--- config.mk ---
export PLATFORM = sky130hd
export DESIGN_NAME = p4cs_port
export DESIGN_NICKNAME = d
export VERILOG_FILES = /design/src/hw/p4cs_pkg.sv /design/src/hw/p4cs_port.sv
export VERILOG_INCLUDE_DIRS = /design/src /design/src/hw
export SDC_FILE = /design/constraint.sdc
export NUM_CORES = 1
export LEC_CHECK = 0
export BUFFER_PORTS_ARGS = -buffer_cell sky130_fd_sc_hd__buf_2
export CAP_MARGIN = 20
export CELL_PAD_IN_SITES_DETAIL_PLACEMENT = 1
export CELL_PAD_IN_SITES_GLOBAL_PLACEMENT = 1
export CORE_MARGIN = 4
export CORE_UTILIZATION = 48
export CTS_BUF_LIST = sky130_fd_sc_hd__clkbuf_4 sky130_fd_sc_hd__clkbuf_8
export CTS_CLUSTER_SIZE = 12
export DETAILED_ROUTE_END_ITERATION = 8
export GPL_TIMING_DRIVEN = 0
export PLACE_DENSITY_LB_ADDON = 0.15
export SKIP_LAST_GASP = 1
export SYNTH_ARGS = -nofsm -noshare
export SYNTH_HDL_FRONTEND = slang
export SYNTH_SLANG_ARGS = --single-unit
--- constraint.sdc ---
create_clock -name clk -period 2.6 [get_ports clk]
set_input_delay 0.52 -clock clk [delete_from_list [all_inputs] [get_ports clk]]
set_output_delay 0.52 -clock clk [all_outputs]
set_load 0.05 [all_outputs]
--- src/hw/p4cs_consts.svh ---
/*
 * Offsets, field positions and reset values of the four-pin
 * chip-select port. Assumes inclusion by bare name from the design file.
 */
`ifndef P4CS_CONSTS_SVH
`define P4CS_CONSTS_SVH

// ==========================================
// special function register addresses
`define P4CS_ADDR_MODE_A 8'h92
`define P4CS_ADDR_MODE_B 8'h93
`define P4CS_ADDR_P0_LO 8'h94
`define P4CS_ADDR_P0_HI 8'h95
`define P4CS_ADDR_P1_LO 8'h96
`define P4CS_ADDR_P1_HI 8'h97
`define P4CS_ADDR_P2_LO 8'h9a
`define P4CS_ADDR_P2_HI 8'h9b
`define P4CS_ADDR_P3_LO 8'h9c
`define P4CS_ADDR_P3_HI 8'h9d
`define P4CS_ADDR_INVERT 8'ha2
`define P4CS_ADDR_DATA 8'ha5

// ==========================================
// field positions
`define P4CS_MASK_LSB 0
`define P4CS_MODE_LSB 2
`define P4CS_INV_LSB 4
`define P4CS_REBOOT_PIN 3

// ==========================================
// reset values
`define P4CS_RST_MODE 8'h00
`define P4CS_RST_MATCH 8'h00
`define P4CS_RST_INVERT 4'h0
`define P4CS_RST_DATA 4'hf
`define P4CS_UNMAPPED 8'hff
`define P4CS_FILL_NIBBLE 4'hf

`endif

--- src/hw/p4cs_pkg.sv ---
/*
 * Types of the four-pin chip-select port.
 * Assumes nothing beyond a SystemVerilog compiler.
 */
package p4cs_pkg;

    // ==========================================
    // pin modes
    typedef enum logic [1:0] {
        P4CS_GPIO,
        P4CS_RD_STROBE,
        P4CS_WR_STROBE,
        P4CS_RW_STROBE
    } p4cs_mode_t;

    // ==========================================
    // per-pin configuration nibble
    typedef struct packed {
        p4cs_mode_t mode;
        logic [1:0] mask;
    } p4cs_cfg_t;

    // ==========================================
    // external data bus access, strobes active low
    typedef struct packed {
        logic [15:0] addr;
        logic rd_n;
        logic wr_n;
    } p4cs_ext_t;

    // ==========================================
    // special function register access
    typedef struct packed {
        logic [7:0] addr;
        logic wr;
        logic rd;
        logic [7:0] wdata;
    } p4cs_sfr_t;

endpackage

--- src/hw/p4cs_port.sv ---
/*
 * Four-pin multipurpose port: general I/O or address-matched chip-select
 * strobes, per-pin polarity, reboot request from the top pin in gpio mode.
 * Assumes the core presents special function register accesses and the
 * external data bus strobes synchronous to clk.
 */
// Notes on behaviour
// - mode 0: pin is plain GPIO, reset default for all pins
// - mode 1: read strobe on matching reads
// - mode 2: write strobe on matching writes
// - mode 3: strobe on matching read or write
// - per-pin 16-bit comparator from high/low bytes
// - two control registers hold mode and mask
// - low address lines can be masked out
// - per-pin inversion gives positive polarity strobe
// - data writes touch only GPIO pins
// - top pin doubles as hardware reboot input while in gpio mode
// - port data register at address a5
// - unimplemented bits read as one
`timescale 1ns/1ps
`include "p4cs_consts.svh"

module p4cs_port
    import p4cs_pkg::*;
#(
    parameter int PINS = 4
) (
    input wire logic clk,
    input wire logic rst_n,
    input wire p4cs_sfr_t sfr,
    output logic [7:0] sfr_rdata,
    input wire p4cs_ext_t ext,
    input wire logic [PINS-1:0] pin_in,
    output logic [PINS-1:0] pin_out,
    output logic [PINS-1:0] pin_oe,
    output logic reboot_req
);

    // ==========================================
    // elaboration check
    if (PINS != 4) begin : g_pins_check
        $error("p4cs_port serves exactly four pins");
    end

    // ==========================================
    // registers
    logic [7:0] mode_a_q;
    logic [7:0] mode_b_q;
    logic [7:0] match_lo_q [PINS];
    logic [7:0] match_hi_q [PINS];
    logic [PINS-1:0] invert_q;
    logic [PINS-1:0] data_q;
    logic [7:0] rdata_q;
    logic pin3_prev_q;
    logic reboot_q;

    p4cs_cfg_t cfg [PINS];
    logic [PINS-1:0] match;
    logic [PINS-1:0] active;
    logic [PINS-1:0] is_gpio;

    assign cfg[0] = p4cs_cfg_t'(mode_a_q[3:0]);
    assign cfg[1] = p4cs_cfg_t'(mode_a_q[7:4]);
    assign cfg[2] = p4cs_cfg_t'(mode_b_q[3:0]);
    assign cfg[3] = p4cs_cfg_t'(mode_b_q[7:4]);

    always_ff @(posedge clk) begin
        if (!rst_n) begin
            mode_a_q <= `P4CS_RST_MODE;
            mode_b_q <= `P4CS_RST_MODE;
        end else if (sfr.wr) begin
            if (sfr.addr == `P4CS_ADDR_MODE_A) begin
                mode_a_q <= sfr.wdata;
            end
            if (sfr.addr == `P4CS_ADDR_MODE_B) begin
                mode_b_q <= sfr.wdata;
            end
        end
    end

    function automatic logic [7:0] lo_addr(input int i);
        unique case (i)
            0: lo_addr = `P4CS_ADDR_P0_LO;
            1: lo_addr = `P4CS_ADDR_P1_LO;
            2: lo_addr = `P4CS_ADDR_P2_LO;
            default: lo_addr = `P4CS_ADDR_P3_LO;
        endcase
    endfunction

    function automatic logic [7:0] hi_addr(input int i);
        unique case (i)
            0: hi_addr = `P4CS_ADDR_P0_HI;
            1: hi_addr = `P4CS_ADDR_P1_HI;
            2: hi_addr = `P4CS_ADDR_P2_HI;
            default: hi_addr = `P4CS_ADDR_P3_HI;
        endcase
    endfunction

    // thermometer of ignored low address lines
    function automatic logic [15:0] ignore_bits(input logic [1:0] code);
        unique case (code)
            2'h0: ignore_bits = 16'h0000;
            2'h1: ignore_bits = 16'h0001;
            2'h2: ignore_bits = 16'h0003;
            2'h3: ignore_bits = 16'h0007;
        endcase
    endfunction

    for (genvar g = 0; g < PINS; g++) begin : g_pin
        logic [15:0] cmp;
        logic [15:0] care;

        always_ff @(posedge clk) begin
            if (!rst_n) begin
                match_lo_q[g] <= `P4CS_RST_MATCH;
                match_hi_q[g] <= `P4CS_RST_MATCH;
            end else if (sfr.wr) begin
                if (sfr.addr == lo_addr(g)) begin
                    match_lo_q[g] <= sfr.wdata;
                end
                if (sfr.addr == hi_addr(g)) begin
                    match_hi_q[g] <= sfr.wdata;
                end
            end
        end

        assign cmp = {match_hi_q[g], match_lo_q[g]};
        assign care = ~ignore_bits(cfg[g].mask);
        assign match[g] = ((ext.addr ^ cmp) & care) == 16'h0000;

        always_comb begin
            unique case (cfg[g].mode)
                P4CS_GPIO: active[g] = 1'b0;
                P4CS_RD_STROBE: active[g] = match[g] && !ext.rd_n;
                P4CS_WR_STROBE: active[g] = match[g] && !ext.wr_n;
                P4CS_RW_STROBE: active[g] = match[g] && (!ext.rd_n || !ext.wr_n);
            endcase
        end

        assign is_gpio[g] = cfg[g].mode == P4CS_GPIO;
        // strobes idle high unless inverted; gpio drives low only
        assign pin_out[g] = is_gpio[g] ? data_q[g] : (active[g] ^ ~invert_q[g]);
        assign pin_oe[g] = is_gpio[g] ? !data_q[g] : 1'b1;
    end

    // ==========================================
    // inversion and port data
    always_ff @(posedge clk) begin
        if (!rst_n) begin
            invert_q <= `P4CS_RST_INVERT;
        end else if (sfr.wr && sfr.addr == `P4CS_ADDR_INVERT) begin
            invert_q <= sfr.wdata[`P4CS_INV_LSB +: PINS];
        end
    end

    always_ff @(posedge clk) begin
        if (!rst_n) begin
            data_q <= `P4CS_RST_DATA;
        end else if (sfr.wr && sfr.addr == `P4CS_ADDR_DATA) begin
            data_q <= (sfr.wdata[PINS-1:0] & is_gpio) | (data_q & ~is_gpio);
        end
    end

    // ==========================================
    // register read, answered one cycle later
    always_ff @(posedge clk) begin
        if (!rst_n) begin
            rdata_q <= `P4CS_UNMAPPED;
        end else if (sfr.rd) begin
            unique case (sfr.addr)
                `P4CS_ADDR_MODE_A: rdata_q <= mode_a_q;
                `P4CS_ADDR_MODE_B: rdata_q <= mode_b_q;
                `P4CS_ADDR_P0_LO: rdata_q <= match_lo_q[0];
                `P4CS_ADDR_P0_HI: rdata_q <= match_hi_q[0];
                `P4CS_ADDR_P1_LO: rdata_q <= match_lo_q[1];
                `P4CS_ADDR_P1_HI: rdata_q <= match_hi_q[1];
                `P4CS_ADDR_P2_LO: rdata_q <= match_lo_q[2];
                `P4CS_ADDR_P2_HI: rdata_q <= match_hi_q[2];
                `P4CS_ADDR_P3_LO: rdata_q <= match_lo_q[3];
                `P4CS_ADDR_P3_HI: rdata_q <= match_hi_q[3];
                `P4CS_ADDR_INVERT: rdata_q <= {invert_q, `P4CS_FILL_NIBBLE};
                `P4CS_ADDR_DATA: rdata_q <= {`P4CS_FILL_NIBBLE, pin_in};
                default: rdata_q <= `P4CS_UNMAPPED;
            endcase
        end
    end

    assign sfr_rdata = rdata_q;

    // ==========================================
    // reboot request on falling top pin while in gpio mode
    always_ff @(posedge clk) begin
        if (!rst_n) begin
            pin3_prev_q <= 1'b1;
            reboot_q <= 1'b0;
        end else begin
            pin3_prev_q <= pin_in[`P4CS_REBOOT_PIN];
            reboot_q <= is_gpio[`P4CS_REBOOT_PIN] && pin3_prev_q
                        && !pin_in[`P4CS_REBOOT_PIN];
        end
    end

    assign reboot_req = reboot_q;
endmodule

==> results.toml <==
[status]
status = "finished, violations left"
violations = "negative setup slack"

[placement]
place.gp.congestion = 0.981
dp_hpwl_um = 15800
io_buffers = 49
dp_slack_ps = -531
place_inst = 739

[final_layout]
fin_nets = 667
area_growth_pct = 17.1
drive_gt1_frac = 0.232
antennaDiodeCount = 0
fin_cells = 773
utilization = 0.579
nFillCells = 1275

[floorplan]
io_pins = 59
design.core.area_um2 = 11500
dieArea_um2 = 13600
rows = 39
die_h_um = 117
start_util = 0.494
die_x_um = 117

[sta]
period_needed_ps = 2900
hold_viol_final = 0
holdWs_ps = 374
period_share = 1.12
slew_headroom = 0.331
tightest_slew_ps = 997
setup_viol = 3
rsz0062_at_grt = "yes"
tns_ps = -838
max_clock_freq_ghz = 0.344
fin_ws_ps = -305
skew_ps = 8.12
drv_slew = 0

[setup_path]
required_ps = 2080
cp_data_arrival_time_ps = 2380
end_kind = "output port"
cp_num_buf_inv = 1
crit_path_max_incr_delay_ps = 430
path_class = "reg2out"
path_delay_family = "simple AND/OR/NAND/NOR gates"
critPathMaxFanout = 2
critPathSlowestCell = "edfxtp_1"
crit_path_start_kind = "register"
path_cells = "xor2_1 -> nor4_4 -> nand4_1 -> o31a_1 -> o31ai_4 -> buf_6"

[detailed_routing]
drc = 0
drt-vias-per-instance = 6.10
ant_nets = 0
num_vias = 4716
wl_per_cell_um = 27.0
first_pass_iters = 5
drtIter0Drc = 380
routed_wirelength_um = 20900

[grt]
grt-busiest-layer = "met2"
grt_pass1_wl_um = 29800
track_usage = 0.311
first_global_vias = 4818
grt_util_met2 = 0.505
use_met3 = 0.0591
grt-ovfl-total = 0
grt_max_degree = 18
antenna_found_initial = 1
grt_use_met1 = 0.412

[synth]
dominantRegCellSynth = "edfxtp_1"
syn_area_per_cell_um2 = 10.5
ys_seq_area_frac = 0.459
synth_top_area_cell = "edfxtp_1"
synth_edf_count = 64
ys_warn_count = 0
synthTopCellsByCount = "and2_1, edfxtp_1, xnor2_1"
yosysUniqueCellTypes = 60
synth_top_area_share = 0.339
synthTopCellsByArea = "edfxtp_1, dfxtp_1, and2_1"
ys_ff_latch = 98
netlist_instances = 542
async_flop_share = 0
syn-cell-area_um2 = 5660
synth_nets = 584

[clock_network]
numCtsBuffers = 9
clockBufferDepth = 2
clk_pin_slew_ps = 100
clk_latency_ps = 390
tritoncts = "built"
ctsRootBufferMaster = "clkbuf_8"
clock-sinks = 98
cts.htree.levels = 3
cts_hold_buf = 0

[power_and_ir_drop]
power_density_nw_per_um2 = 480
power.leakage_nw = 2.44
peakVddDrop_mv = 0.378

[hold_path]
hp-class = "in2reg"

[run]
drv_cap = 0
## worst paths after layout
| check | cells after the start | to | slack, ps | from |
|---|---|---|---|---|
| min reg2reg | 1 | reboot_req$_SDFF_PN0_ | 470 | pin3_prev_q$_SDFF_PN1_ |
| min | 2 | pin3_prev_q$_SDFF_PN1_ | 370 | pin_in[3] |
| max | 6 | pin_out[0] | -300 | match_hi_q[0][2]$_SDFFCE_PN0P_ |
| max reg2reg | 6 | sfr_rdata[7]$_SDFFE_PN1P_ | 950 | match_lo_q[2][7]$_SDFFCE_PN0P_ |
## sequential cells by signal, summed over array words and instances, names as in the netlist, named ones only
signal	cells
reboot_req	1
sfr_rdata	8
mode_a_q	8
pin3_prev_q	1
match_lo_q	32
mode_b_q	8
invert_q	4
match_hi_q	32
## power by group
group	switching, W	internal, W	total, W
logic	0.000296	0.000175	0.000471
clock network	0.000596	0.000357	0.000953
registers	0.0000500	0.00171	0.00176
total	0.000942	0.00224	0.00318
## per-layer routing
layer / share of wire / routed length (um) / vias up
met3: 0.064 / 1340 / 47
met2: 0.47 / 9870 / 178
met1: 0.43 / 8990 / 2391
met5: 0.00043 / 9 / -
met4: 0.033 / 685 / 2
li1: - / - / 2098
## placed cells by master, fill, tap and decap left out, types with 5 or more instances in the layout
master	n
nor4_4	5
xor2_1	26
inv_1	5
nand2_1	27
nand4_1	9
nor4_2	5
nand2b_1	6
a21oi_1	9
o21ai_0	12
mux2i_1	36
buf_2	58
xnor2_1	35
o22ai_1	5
clkbuf_8	9
buf_6	6
buf_4	23
a31oi_1	8
a22o_1	5
and2_1	64
edfxtp_1	64
a22oi_1	10
clkbuf_1	16
dfxtp_1	34
nand3_1	17
nor2_1	27
nor2b_1	25
## kinds of logic (layout without fill, tap and decap cells)
family                    Yosys count  after routing  share of synthesized area
muxes                              44             44                     0.0875
buffers and inverters              41            129                     0.0358
AOI/OAI and AO/OA                  78             78                     0.0941
and+or+nand+nor                   217            217                      0.224
xor gates and xnor gates           64             64                     0.0990
DFF                                98             98                      0.459
## layout make-up
type	count	area [um2]	share of cell area
buffer	36	184	0.0277
clock buffer	9	124	0.0187
clock inverter	7	52.6	0.00792
inverter	5	18.8	0.00283
multi-input combinational	403	3040	0.457
sequential	98	2600	0.392
tap	143	179	0.0270
timing repair buffer	72	439	0.0662
## repair_timing
| item | 4_1_cts | 5_1_grt |
|---|---|---|
| buffers inserted | 10 | 8 |
| gates cloned | 0 | 0 |
| setup endpoints to repair | 4 | 4 |
| pin swaps | 18 | 16 |
| resized for setup | 23 | 9 |
## metrics by stage
step	power [W]	instance area (um2)
detailed placement	0.00221	6160
global placement	0.00219	6130
finish	0.00318	6640
global route	0.00329	6640
CTS	0.00316	6510
floorplan	0.00202	5710
Note: power is estimated with default switching activity, not from simulation.
